### src/logic/btc_defines.svh
// constants of the bit-test branch and cpu control execution unit
// assumes inclusion by bare name from btc_exec_core and the bench
`ifndef BTC_DEFINES_SVH
`define BTC_DEFINES_SVH

// ----------------------------------------------------------------
// register byte offsets (apb, one aligned word each)
// ----------------------------------------------------------------
`define BTC_OFS_INSTR 12'h000
`define BTC_OFS_PC 12'h004
`define BTC_OFS_REGS 12'h008
`define BTC_OFS_PTR 12'h00c
`define BTC_OFS_STAT 12'h010
`define BTC_OFS_WAKE 12'h014
`define BTC_OFS_MADDR 12'h018
`define BTC_OFS_MDATA 12'h01c
`define BTC_OFS_CLKSEL 12'h020

// ----------------------------------------------------------------
// field ranges
// ----------------------------------------------------------------
`define BTC_F_OP 3:0
`define BTC_F_KIND 6:4
`define BTC_F_BIT 10:8
`define BTC_F_DISP 23:16
`define BTC_F_SADDR 31:24
`define BTC_F_A 7:0
`define BTC_F_B 15:8
`define BTC_F_C 23:16
`define BTC_F_FLAGS 31:24
`define BTC_F_PTR 15:0
`define BTC_F_CLKSEL 2:0
`define BTC_F_CYC 11:8
`define BTC_B_BUSY 0
`define BTC_B_INTEN 1
`define BTC_B_HALT 2
`define BTC_B_STOP 3
`define BTC_B_TAKEN 4
`define BTC_B_FAST 5

// ----------------------------------------------------------------
// reset values
// ----------------------------------------------------------------
`define BTC_RST_PC 16'h0000
`define BTC_RST_BYTE 8'h00
`define BTC_RST_CLKSEL 3'h0
`define BTC_HSRAM_BASE 8'h80

// ----------------------------------------------------------------
// instruction lengths in bytes
// ----------------------------------------------------------------
`define BTC_LEN_1 8'h01
`define BTC_LEN_2 8'h02
`define BTC_LEN_3 8'h03
`define BTC_LEN_4 8'h04

// ----------------------------------------------------------------
// instruction cycle counts (cpu clock periods)
// ----------------------------------------------------------------
`define BTC_CYC_2 4'h2
`define BTC_CYC_6 4'h6
`define BTC_CYC_8 4'h8
`define BTC_CYC_9 4'h9
`define BTC_CYC_10 4'ha
`define BTC_CYC_11 4'hb
`define BTC_CYC_12 4'hc

`endif

### src/logic/btc_pkg.sv
// types of the bit-test branch and cpu control execution unit
// assumes btc_defines.svh is on the include path
package btc_pkg;

	// ----------------------------------------------------------------
	// operation codes written to the instruction register
	// ----------------------------------------------------------------
	typedef enum logic [3:0] {
		BTC_OP_NOP = 4'h0,
		BTC_OP_BIT_TRUE = 4'h1, // branch_if_bit_true
		BTC_OP_BIT_FALSE = 4'h2, // branch_if_bit_false
		BTC_OP_TEST_CLR = 4'h3, // test_clear_and_branch
		BTC_OP_DEC_B = 4'h4, // decrement_branch_nonzero on b
		BTC_OP_DEC_C = 4'h5, // decrement_branch_nonzero on c
		BTC_OP_DEC_MEM = 4'h6, // decrement_branch_nonzero on short-direct byte
		BTC_OP_INT_EN = 4'h7, // interrupt_enable_instr
		BTC_OP_INT_MASK = 4'h8, // interrupt_mask_instr
		BTC_OP_HALT = 4'h9,
		BTC_OP_STOP = 4'ha
	} btc_op_e;

	// ----------------------------------------------------------------
	// bit operand sources
	// ----------------------------------------------------------------
	typedef enum logic [2:0] {
		BTC_K_SADDR = 3'h0,
		BTC_K_SFR = 3'h1,
		BTC_K_ACC = 3'h2,
		BTC_K_FLAGS = 3'h3,
		BTC_K_PTR = 3'h4 // memory_pointer_pair addressed
	} btc_kind_e;

	// ----------------------------------------------------------------
	// sequencer states, gray along idle-read-wait
	// ----------------------------------------------------------------
	typedef enum logic [1:0] {
		BTC_ST_IDLE = 2'b00,
		BTC_ST_READ = 2'b01,
		BTC_ST_WAIT = 2'b11,
		BTC_ST_STANDBY = 2'b10
	} btc_state_e;

endpackage : btc_pkg

### src/logic/btc_data_ram.sv
// data memory of the execution unit: one core port, one software port
// assumes the core and software never write the same cycle on purpose
`timescale 1ns/100ps
module btc_data_ram #(
	parameter int AW = 8,
	parameter int DW = 8
) (
	// clock
	input wire logic pclk,
	// core port
	input wire logic [AW-1:0] core_addr,
	input wire logic core_we,
	input wire logic [DW-1:0] core_wdata,
	output logic [DW-1:0] core_q,
	// software port
	input wire logic [AW-1:0] sw_addr,
	input wire logic sw_we,
	input wire logic [DW-1:0] sw_wdata,
	output logic [DW-1:0] sw_q
);

	logic [DW-1:0] mem [0:(1<<AW)-1];

	// writes, the core port wins a collision
	always_ff @(posedge pclk) begin
		if (core_we) begin
			mem[core_addr] <= core_wdata;
		end else if (sw_we) begin
			mem[sw_addr] <= sw_wdata;
		end
	end

	// registered reads
	always_ff @(posedge pclk) begin
		core_q <= mem[core_addr];
		sw_q <= mem[sw_addr];
	end

endmodule : btc_data_ram

### src/logic/btc_cycle_timer.sv
// instruction cycle timer: cpu clock enable divider plus cycle down counter
// assumes start is a one-cycle pulse and count is at least one
`timescale 1ns/100ps
module btc_cycle_timer #(
	parameter int CW = 4,
	parameter int SW = 3,
	parameter int DW = 8
) (
	// clock and reset
	input wire logic pclk,
	input wire logic presetn,
	// control
	input wire logic start,
	input wire logic [CW-1:0] count,
	input wire logic [SW-1:0] sel,
	// status
	output logic busy,
	output logic done
);

	logic run_reg;
	logic [CW-1:0] left_reg;
	logic [DW-1:0] div_reg;
	logic [DW-1:0] div_limit;
	logic cpu_tick;

	// one cpu clock period is 2**sel pclk cycles
	assign div_limit = DW'(({{(DW-1){1'b0}}, 1'b1} << sel) - 1'b1);
	assign cpu_tick = run_reg && (div_reg == div_limit);
	assign busy = run_reg;
	assign done = cpu_tick && (left_reg == CW'(1));

	// divider and period counter
	always_ff @(posedge pclk or negedge presetn) begin
		if (!presetn) begin
			run_reg <= 1'b0;
			left_reg <= '0;
			div_reg <= '0;
		end else if (start) begin
			run_reg <= 1'b1;
			left_reg <= count;
			div_reg <= '0;
		end else if (cpu_tick) begin
			div_reg <= '0;
			left_reg <= left_reg - 1'b1;
			run_reg <= !done;
		end else if (run_reg) begin
			div_reg <= div_reg + 1'b1;
		end
	end

endmodule : btc_cycle_timer

### src/logic/btc_exec_core.sv
// execution unit for bit-test branches, decrement loops and cpu control
// assumes an apb master; programs run from internal rom, so counts apply
// How it works
// - bit-true branch: pc plus length plus offset
// - bit-false branch taken only when bit zero
// - status-word test-clear branches then clears bit
// - pointer memory bit: branch, write bit zero
// - pointer bit tests: 10 or 11 cycles, test-clear 10 or 12
// - b/c decrement, branch nonzero, 6 cycles
// - memory byte decrement, branch nonzero, 8/10
// - interrupt enable sets master flag, 6 cycles
// - interrupt mask clears master flag, 6 cycles
// - one count is one selected cpu clock
// - slow count outside high-speed ram area
// - counts hold for internal rom execution
// - fast count for high-speed ram, no access
//
// Implementation choices: the register offsets and the APB interface to the registers.
`timescale 1ns/100ps
`include "btc_defines.svh"
module btc_exec_core
	import btc_pkg::*;
#(
	parameter logic [7:0] HSRAM_BASE = `BTC_HSRAM_BASE
) (
	// clock and reset
	input wire logic pclk,
	input wire logic presetn,
	// apb slave
	input wire logic psel,
	input wire logic penable,
	input wire logic pwrite,
	input wire logic [11:0] paddr,
	input wire logic [31:0] pwdata,
	output logic pready,
	output logic [31:0] prdata,
	output logic pslverr,
	// core state
	output logic interrupt_master_flag,
	output logic halt_mode,
	output logic stop_mode,
	output logic busy
);

	// ----------------------------------------------------------------
	// state
	// ----------------------------------------------------------------
	btc_state_e state_reg;
	btc_state_e state_next;
	logic [31:0] instr_reg;
	logic [15:0] pc_reg;
	logic [7:0] a_reg;
	logic [7:0] b_reg;
	logic [7:0] c_reg;
	logic [7:0] flags_reg;
	logic [15:0] ptr_reg;
	logic [2:0] clksel_reg;
	logic [7:0] maddr_reg;
	logic int_en_reg;
	logic halt_reg;
	logic stop_reg;
	logic taken_reg;
	logic fast_reg;
	logic [3:0] cyc_reg;
	logic [31:0] rdata_reg;
	logic mdata_rd_reg;

	// ----------------------------------------------------------------
	// apb decode
	// ----------------------------------------------------------------
	logic setup;
	logic access;
	logic wr;
	logic idle;
	logic hit_instr, hit_pc, hit_regs, hit_ptr, hit_stat;
	logic hit_wake, hit_maddr, hit_mdata, hit_clksel, hit_any;
	logic wr_ok;

	// address match and write qualification
	assign setup = psel && !penable;
	assign access = psel && penable;
	assign wr = access && pwrite;
	assign idle = (state_reg == BTC_ST_IDLE);
	assign hit_instr = (paddr == `BTC_OFS_INSTR);
	assign hit_pc = (paddr == `BTC_OFS_PC);
	assign hit_regs = (paddr == `BTC_OFS_REGS);
	assign hit_ptr = (paddr == `BTC_OFS_PTR);
	assign hit_stat = (paddr == `BTC_OFS_STAT);
	assign hit_wake = (paddr == `BTC_OFS_WAKE);
	assign hit_maddr = (paddr == `BTC_OFS_MADDR);
	assign hit_mdata = (paddr == `BTC_OFS_MDATA);
	assign hit_clksel = (paddr == `BTC_OFS_CLKSEL);
	assign hit_any = hit_instr | hit_pc | hit_regs | hit_ptr | hit_stat
		| hit_wake | hit_maddr | hit_mdata | hit_clksel;
	assign wr_ok = wr && idle; // writes refused while executing
	assign pready = 1'b1;
	assign pslverr = access && !hit_any;

	// ----------------------------------------------------------------
	// instruction decode
	// ----------------------------------------------------------------
	btc_op_e op;
	btc_kind_e kind;
	logic [2:0] bitn;
	logic [7:0] disp;
	logic [7:0] saddr;
	logic [7:0] mem_addr;
	logic [7:0] mem_q;
	logic [7:0] src;
	logic bit_val;
	logic bit_op;
	logic mem_kind;
	logic fast;
	logic [7:0] len;
	logic [3:0] cyc;
	logic taken;
	logic [7:0] cleared;
	logic [7:0] dec_b, dec_c, dec_m;
	logic [15:0] pc_seq;
	logic [15:0] pc_target;
	logic commit;
	logic mem_we;
	logic [7:0] mem_wdata;
	logic timer_done;
	logic [7:0] sw_q;

	assign op = btc_op_e'(instr_reg[`BTC_F_OP]);
	assign kind = btc_kind_e'(instr_reg[`BTC_F_KIND]);
	assign bitn = instr_reg[`BTC_F_BIT];
	assign disp = instr_reg[`BTC_F_DISP];
	assign saddr = instr_reg[`BTC_F_SADDR];

	// operand fetch: accumulator, status word or a data memory byte
	assign bit_op = (op == BTC_OP_BIT_TRUE) || (op == BTC_OP_BIT_FALSE)
		|| (op == BTC_OP_TEST_CLR);
	assign mem_kind = (kind == BTC_K_SADDR) || (kind == BTC_K_SFR) || (kind == BTC_K_PTR);
	assign mem_addr = (kind == BTC_K_PTR) ? ptr_reg[7:0] : saddr;
	assign src = (kind == BTC_K_ACC) ? a_reg : (kind == BTC_K_FLAGS) ? flags_reg : mem_q;
	assign bit_val = src[bitn];
	assign cleared = src & ~(8'h01 << bitn);

	// high-speed area, or no data access at all, takes the first count
	assign fast = (bit_op && (kind == BTC_K_SADDR || kind == BTC_K_PTR)
		|| op == BTC_OP_DEC_MEM) ? (mem_addr >= HSRAM_BASE) : 1'b1;

	// length and cycle table
	always_comb begin
		len = `BTC_LEN_1;
		cyc = `BTC_CYC_2;
		unique case (op)
			BTC_OP_BIT_TRUE: begin
				len = (kind == BTC_K_SFR) ? `BTC_LEN_4 : `BTC_LEN_3;
				unique case (kind)
					BTC_K_SADDR: cyc = fast ? `BTC_CYC_8 : `BTC_CYC_9;
					BTC_K_SFR: cyc = `BTC_CYC_11;
					BTC_K_ACC: cyc = `BTC_CYC_8;
					BTC_K_FLAGS: cyc = `BTC_CYC_9;
					default: cyc = fast ? `BTC_CYC_10 : `BTC_CYC_11;
				endcase
			end
			BTC_OP_BIT_FALSE: begin
				len = (kind == BTC_K_ACC || kind == BTC_K_PTR) ? `BTC_LEN_3 : `BTC_LEN_4;
				unique case (kind)
					BTC_K_SADDR: cyc = fast ? `BTC_CYC_10 : `BTC_CYC_11;
					BTC_K_SFR: cyc = `BTC_CYC_11;
					BTC_K_ACC: cyc = `BTC_CYC_8;
					BTC_K_FLAGS: cyc = `BTC_CYC_11;
					default: cyc = fast ? `BTC_CYC_10 : `BTC_CYC_11;
				endcase
			end
			BTC_OP_TEST_CLR: begin
				len = (kind == BTC_K_ACC || kind == BTC_K_PTR) ? `BTC_LEN_3 : `BTC_LEN_4;
				unique case (kind)
					BTC_K_SADDR: cyc = fast ? `BTC_CYC_10 : `BTC_CYC_12;
					BTC_K_SFR: cyc = `BTC_CYC_12;
					BTC_K_ACC: cyc = `BTC_CYC_8;
					BTC_K_FLAGS: cyc = `BTC_CYC_12;
					default: cyc = fast ? `BTC_CYC_10 : `BTC_CYC_12;
				endcase
			end
			BTC_OP_DEC_B, BTC_OP_DEC_C: begin
				len = `BTC_LEN_2;
				cyc = `BTC_CYC_6;
			end
			BTC_OP_DEC_MEM: begin
				len = `BTC_LEN_3;
				cyc = fast ? `BTC_CYC_8 : `BTC_CYC_10;
			end
			BTC_OP_INT_EN, BTC_OP_INT_MASK, BTC_OP_HALT, BTC_OP_STOP: begin
				len = `BTC_LEN_2;
				cyc = `BTC_CYC_6;
			end
			default: begin
				len = `BTC_LEN_1;
				cyc = `BTC_CYC_2;
			end
		endcase
	end

	// branch condition, decrement happens before the zero test
	assign dec_b = b_reg - 8'h01;
	assign dec_c = c_reg - 8'h01;
	assign dec_m = mem_q - 8'h01;
	assign taken = (op == BTC_OP_BIT_TRUE) ? bit_val
		: (op == BTC_OP_BIT_FALSE) ? !bit_val
		: (op == BTC_OP_TEST_CLR) ? bit_val
		: (op == BTC_OP_DEC_B) ? (dec_b != 8'h00)
		: (op == BTC_OP_DEC_C) ? (dec_c != 8'h00)
		: (op == BTC_OP_DEC_MEM) ? (dec_m != 8'h00)
		: 1'b0;

	// signed offset from the byte after the instruction
	assign pc_seq = pc_reg + {8'h00, len};
	assign pc_target = taken ? (pc_seq + {{8{disp[7]}}, disp}) : pc_seq;

	// memory write-back at the end of the instruction
	assign commit = (state_reg == BTC_ST_WAIT) && timer_done;
	assign mem_we = commit && ((op == BTC_OP_DEC_MEM)
		|| (op == BTC_OP_TEST_CLR && taken && mem_kind));
	assign mem_wdata = (op == BTC_OP_DEC_MEM) ? dec_m : cleared;

	// ----------------------------------------------------------------
	// sequencer
	// ----------------------------------------------------------------
	always_comb begin
		state_next = state_reg;
		unique case (state_reg)
			BTC_ST_IDLE: if (wr && hit_instr) state_next = BTC_ST_READ;
			BTC_ST_READ: state_next = BTC_ST_WAIT;
			BTC_ST_WAIT: begin
				if (commit) begin
					state_next = (op == BTC_OP_HALT || op == BTC_OP_STOP)
						? BTC_ST_STANDBY : BTC_ST_IDLE;
				end
			end
			BTC_ST_STANDBY: if (wr && hit_wake) state_next = BTC_ST_IDLE;
		endcase
	end

	always_ff @(posedge pclk or negedge presetn) begin
		if (!presetn) begin
			state_reg <= BTC_ST_IDLE;
		end else begin
			state_reg <= state_next;
		end
	end

	// ----------------------------------------------------------------
	// architectural registers
	// ----------------------------------------------------------------
	always_ff @(posedge pclk or negedge presetn) begin
		if (!presetn) begin
			pc_reg <= `BTC_RST_PC;
			a_reg <= `BTC_RST_BYTE;
			b_reg <= `BTC_RST_BYTE;
			c_reg <= `BTC_RST_BYTE;
			flags_reg <= `BTC_RST_BYTE;
		end else if (commit) begin
			pc_reg <= pc_target;
			if (op == BTC_OP_DEC_B) b_reg <= dec_b;
			if (op == BTC_OP_DEC_C) c_reg <= dec_c;
			if (op == BTC_OP_TEST_CLR && taken && kind == BTC_K_ACC) a_reg <= cleared;
			if (op == BTC_OP_TEST_CLR && taken && kind == BTC_K_FLAGS) flags_reg <= cleared;
		end else if (wr_ok && hit_pc) begin
			pc_reg <= pwdata[15:0];
		end else if (wr_ok && hit_regs) begin
			a_reg <= pwdata[`BTC_F_A];
			b_reg <= pwdata[`BTC_F_B];
			c_reg <= pwdata[`BTC_F_C];
			flags_reg <= pwdata[`BTC_F_FLAGS];
		end
	end

	// interrupt master flag and standby modes
	always_ff @(posedge pclk or negedge presetn) begin
		if (!presetn) begin
			int_en_reg <= 1'b0;
			halt_reg <= 1'b0;
			stop_reg <= 1'b0;
		end else if (commit) begin
			if (op == BTC_OP_INT_EN) int_en_reg <= 1'b1;
			if (op == BTC_OP_INT_MASK) int_en_reg <= 1'b0;
			halt_reg <= (op == BTC_OP_HALT);
			stop_reg <= (op == BTC_OP_STOP);
		end else if (wr && hit_wake) begin
			halt_reg <= 1'b0;
			stop_reg <= 1'b0;
		end
	end

	// software set-up registers and execution record
	always_ff @(posedge pclk or negedge presetn) begin
		if (!presetn) begin
			instr_reg <= 32'h00000000;
			ptr_reg <= 16'h0000;
			clksel_reg <= `BTC_RST_CLKSEL;
			maddr_reg <= `BTC_RST_BYTE;
			taken_reg <= 1'b0;
			fast_reg <= 1'b0;
			cyc_reg <= 4'h0;
		end else begin
			if (wr_ok && hit_instr) instr_reg <= pwdata;
			if (wr_ok && hit_ptr) ptr_reg <= pwdata[`BTC_F_PTR];
			if (wr_ok && hit_clksel) clksel_reg <= pwdata[`BTC_F_CLKSEL];
			if (wr_ok && hit_maddr) maddr_reg <= pwdata[7:0];
			if (commit) begin
				taken_reg <= taken;
				fast_reg <= fast;
				cyc_reg <= cyc;
			end
		end
	end

	// read data captured in the setup cycle
	always_ff @(posedge pclk or negedge presetn) begin
		if (!presetn) begin
			rdata_reg <= 32'h00000000;
			mdata_rd_reg <= 1'b0;
		end else if (setup) begin
			mdata_rd_reg <= hit_mdata;
			rdata_reg <= hit_instr ? instr_reg
				: hit_pc ? {16'h0000, pc_reg}
				: hit_regs ? {flags_reg, c_reg, b_reg, a_reg}
				: hit_ptr ? {16'h0000, ptr_reg}
				: hit_stat ? {20'h00000, cyc_reg, 2'b00, fast_reg, taken_reg,
					stop_reg, halt_reg, int_en_reg, !idle}
				: hit_maddr ? {24'h000000, maddr_reg}
				: hit_clksel ? {29'h00000000, clksel_reg}
				: 32'h00000000;
		end
	end

	assign prdata = mdata_rd_reg ? {24'h000000, sw_q} : rdata_reg;
	assign interrupt_master_flag = int_en_reg;
	assign halt_mode = halt_reg;
	assign stop_mode = stop_reg;
	assign busy = !idle;

	// ----------------------------------------------------------------
	// cycle timer and data memory
	// ----------------------------------------------------------------

	// counts in periods of the selected cpu clock
	btc_cycle_timer #(.CW(4), .SW(3), .DW(8)) u_timer (
		.pclk(pclk),
		.presetn(presetn),
		.start(state_reg == BTC_ST_READ),
		.count(cyc),
		.sel(clksel_reg),
		.busy(),
		.done(timer_done)
	);

	btc_data_ram #(.AW(8), .DW(8)) u_ram (
		.pclk(pclk),
		.core_addr(mem_addr),
		.core_we(mem_we),
		.core_wdata(mem_wdata),
		.core_q(mem_q),
		.sw_addr(maddr_reg),
		.sw_we(wr_ok && hit_mdata),
		.sw_wdata(pwdata[7:0]),
		.sw_q(sw_q)
	);

endmodule : btc_exec_core

### config.mk
export PLATFORM = sky130hd
export DESIGN_NAME = btc_exec_core
export DESIGN_NICKNAME = d
export VERILOG_FILES = /design/src/logic/btc_pkg.sv /design/src/logic/btc_data_ram.sv /design/src/logic/btc_cycle_timer.sv /design/src/logic/btc_exec_core.sv
export VERILOG_INCLUDE_DIRS = /design/src /design/src/logic
export SDC_FILE = /design/constraint.sdc
export NUM_CORES = 2
export LEC_CHECK = 0
export ABC_AREA = 1
export BUFFER_PORTS_ARGS = -buffer_cell sky130_fd_sc_hd__clkbuf_2
export CAP_MARGIN = 20
export CORE_ASPECT_RATIO = 1.2
export CORE_UTILIZATION = 35
export CTS_BUF_LIST = sky130_fd_sc_hd__clkbuf_16
export DETAILED_ROUTE_END_ITERATION = 16
export GPL_ROUTABILITY_DRIVEN = 1
export PLACE_DENSITY = 0.49
export SYNTH_ARGS = -nofsm -noshare
export SYNTH_HDL_FRONTEND = slang
export SYNTH_SLANG_ARGS = --single-unit
### constraint.sdc
create_clock -name pclk -period 17.8 [get_ports pclk]
set_input_delay 4.45 -clock pclk [delete_from_list [all_inputs] [get_ports pclk]]
set_output_delay 4.45 -clock pclk [all_outputs]
set_load 0.005 [all_outputs]
==> results.json <==
{
  "cp_slowest_stage_delay_ps": 790,
  "ir_drop_mv": 0.0827,
  "cts_sinks": 2228,
  "syn2layout_area_growth_pct": 9.95,
  "avgViaCountPerCell": 6.00,
  "finalCritPeriodShare": 0.620,
  "synth_nets": 12500,
  "clk_transition_reported_paths_ps": 60,
  "htree_levels": 4,
  "grt_max_degree": 194,
  "synthArstFlopShare": 0.0736,
  "grt-busiest-layer": "met2",
  "fin_skew_ps": 70.4,
  "drt_iter0_drc": 13200,
  "synth_top_cell_by_area": "edfxtp_1",
  "portBuffers": 85,
  "grtUsageMet1": 0.347,
  "ios": 87,
  "synth_top_area_frac": 0.541,
  "fin_area_um2": 125000,
  "crit_top_cell": "clkbuf_2",
  "layout-drive-gt1-share": 0.0761,
  "path_cells": "clkbuf_2, nor3_1, nand2_1, nor3_2, inv_1, o2111ai_1, nor4_1, clkbuf_2",
  "cp_top_family": "simple AND/OR/NAND/NOR gates",
  "synth.distinct_cells": 64,
  "rsz0062_at_grt": "no",
  "synth_flop_cell": "edfxtp_1",
  "critPathMaxFanout": 10,
  "fin_nets": 12000,
  "period_minus_slack_ps": 11030,
  "cp-start-kind": "input pin",
  "routedWlPerCell_um": 28.2,
  "grt-ovfl-total": 0,
  "clockBufferDepth": 4,
  "die_y_um": 626,
  "setup-tns-final_ps": 0,
  "relSlewSlack": 0.167,
  "fill_cells": 31300,
  "crit_path_top_delay_cell": "nor3_2",
  "p_leak_nw": 39.5,
  "critPathArrivalTime_ps": 6580,
  "synth_common_cells": "nand2_1, edfxtp_1, nand3_1, o21ai_0, nor2_1",
  "die_area_um2": 327000,
  "maxCapViolCount": 0,
  "synth-seq-cells": 2228,
  "synth.area.top_cells": "edfxtp_1, nand3_1, o21ai_0",
  "cts_tree": "yes",
  "dpl_cell_area_um2": 117000,
  "dp_hpwl_um": 273000,
  "row_count": 228,
  "reg2reg_slack_ps": 11810,
  "end_kind": "output port",
  "die_w_um": 522,
  "core_um2": 322000,
  "drtAntennaViolNets": 0,
  "cp.required_ps": 13350,
  "grt_pass1_wl_um": 661000,
  "insertion_delay_ps": 960,
  "drt_pass1_iterations": 8,
  "route.detailed.drc": 0,
  "ys_warn_count": 0,
  "synth-seq-area-share": 0.580,
  "cts_setup_buffers": 0,
  "grt.met3_usage": 0.0438,
  "grt_pass1_vias": 93900,
  "antenna_found_initial": 14,
  "cts_buffers": 239,
  "max_freq_mhz": 90.7,
  "worstMarginPinSlew_ps": 1240,
  "syn_area_um2": 114000,
  "ctsResizeCount": 0,
  "stdcell_count": 16400,
  "worstPathBufferInverterCount": 3,
  "met2_usage": 0.445,
  "cts_root_buffer": "clkbuf_16",
  "synth.most_common_cell": "nand2_1",
  "cellPowerDensity_nw_per_um2": 87.1,
  "p_total_w": 0.0109,
  "maxSlewViolCount": 0,
  "run_status": "finished clean",
  "place.gp.congestion": 0.897,
  "hold_buffers": 0,
  "drt_wl_total_um": 463000,
  "hold_class": "flip-flop to flip-flop",
  "hold_viol": 0,
  "vias": 98400,
  "synth_edf_count": 2048,
  "hold_slack_ps": 493,
  "place_inst": 16000,
  "initial_utilization": 0.353,
  "crit_type": "input pin to output port",
  "largest_reg_flops": 2048,
  "syn_inst": 12500,
  "grt_util_all_layers": 0.274,
  "syn_avg_cell_area_um2": 9.13,
  "setup_viol_count_final": 0
}
cell type report:
| type | instances | area, um2 | share of cell area |
|---|---|---|---|
| repair buffers | 247 | 1990 | 0.0160 |
| multi-input cells | 8693 | 41600 | 0.333 |
| diodes | 10 | 25.0 | 0.000200 |
| flip-flops and latches | 2228 | 65900 | 0.528 |
| inverters | 548 | 2120 | 0.0169 |
| well taps | 4255 | 5320 | 0.0426 |
| clock buffers | 241 | 6030 | 0.0483 |
| clock inverters | 185 | 1940 | 0.0155 |
report_power, final:
part | internal (W) | total, W | switching (W)
combinational | 0.0000122 | 0.0000437 | 0.0000315
clock | 0.00300 | 0.00520 | 0.00220
sequential | 0.00563 | 0.00564 | 0.000000987
total | 0.00865 | 0.0109 | 0.00223
worst register-to-register path, cell delays in order (launching register included):
cell	delay, ps
dfrtp_1	690
nor2_4	120
nand2_4	280
nand2_1	210
nand2_8	500
buf_4	750
buf_12	710
buf_4	910
nand2_1	190
nand3_1	140
nand3_1	130
nand2_1	240
nand2_1	90
nand3_1	170
nand3_1	90
nand3_1	340
nand3_1	180
nand2_1	190
metal layers:
layer	vias to the layer above	share of wire
met5	-	0.000026
met4	2	0.061
li1	42900	-
met3	1177	0.090
met1	48400	0.38
met2	5947	0.47
through the flow:
stage / utilization / setup WS, ps
after floorplan: - / 244
after global placement: 0.363 / 6810
after detailed placement: 0.363 / 6760
after CTS: 0.388 / 6750
after global routing: 0.388 / 6580
final: 0.388 / 6770
cells in the final DEF, fill, tap and decap left out, drive strengths merged, types with 165 or more instances in the layout:
| cell | instances |
|---|---|
| o22ai | 520 |
| inv | 587 |
| o21ai | 1813 |
| or2 | 165 |
| nand2 | 2269 |
| o211ai | 218 |
| clkbuf | 325 |
| nand3 | 1936 |
| nor2 | 1483 |
| edfxtp | 2048 |
final timing paths:
check	startpoint	endpoint	depth (start not counted)
worst max-delay path	paddr[1]	pslverr	8
worst min-delay path	rdata_reg[15]	rdata_reg[15]	2
worst max register to register	instr_reg[4]	u_ram.core_q[5]	17
worst min register to register	rdata_reg[15]	rdata_reg[15]	2
max in group asynchronous	presetn	maddr_reg[2]	2
min in group asynchronous	presetn	u_timer.div_reg[4]	1
cell families after synthesis:
family | share of synthesized area
XOR/XNOR | 0.00347
AO/OA/AOI/OAI | 0.132
multiplexers | 0.000595
adder cells (fa/ha/maj) | 0.00355
buffers and inverters | 0.0555
AND/OR/NAND/NOR | 0.224
flip-flops | 0.580
other | 0.0000330
Note: power is estimated with default switching activity, not from simulation.
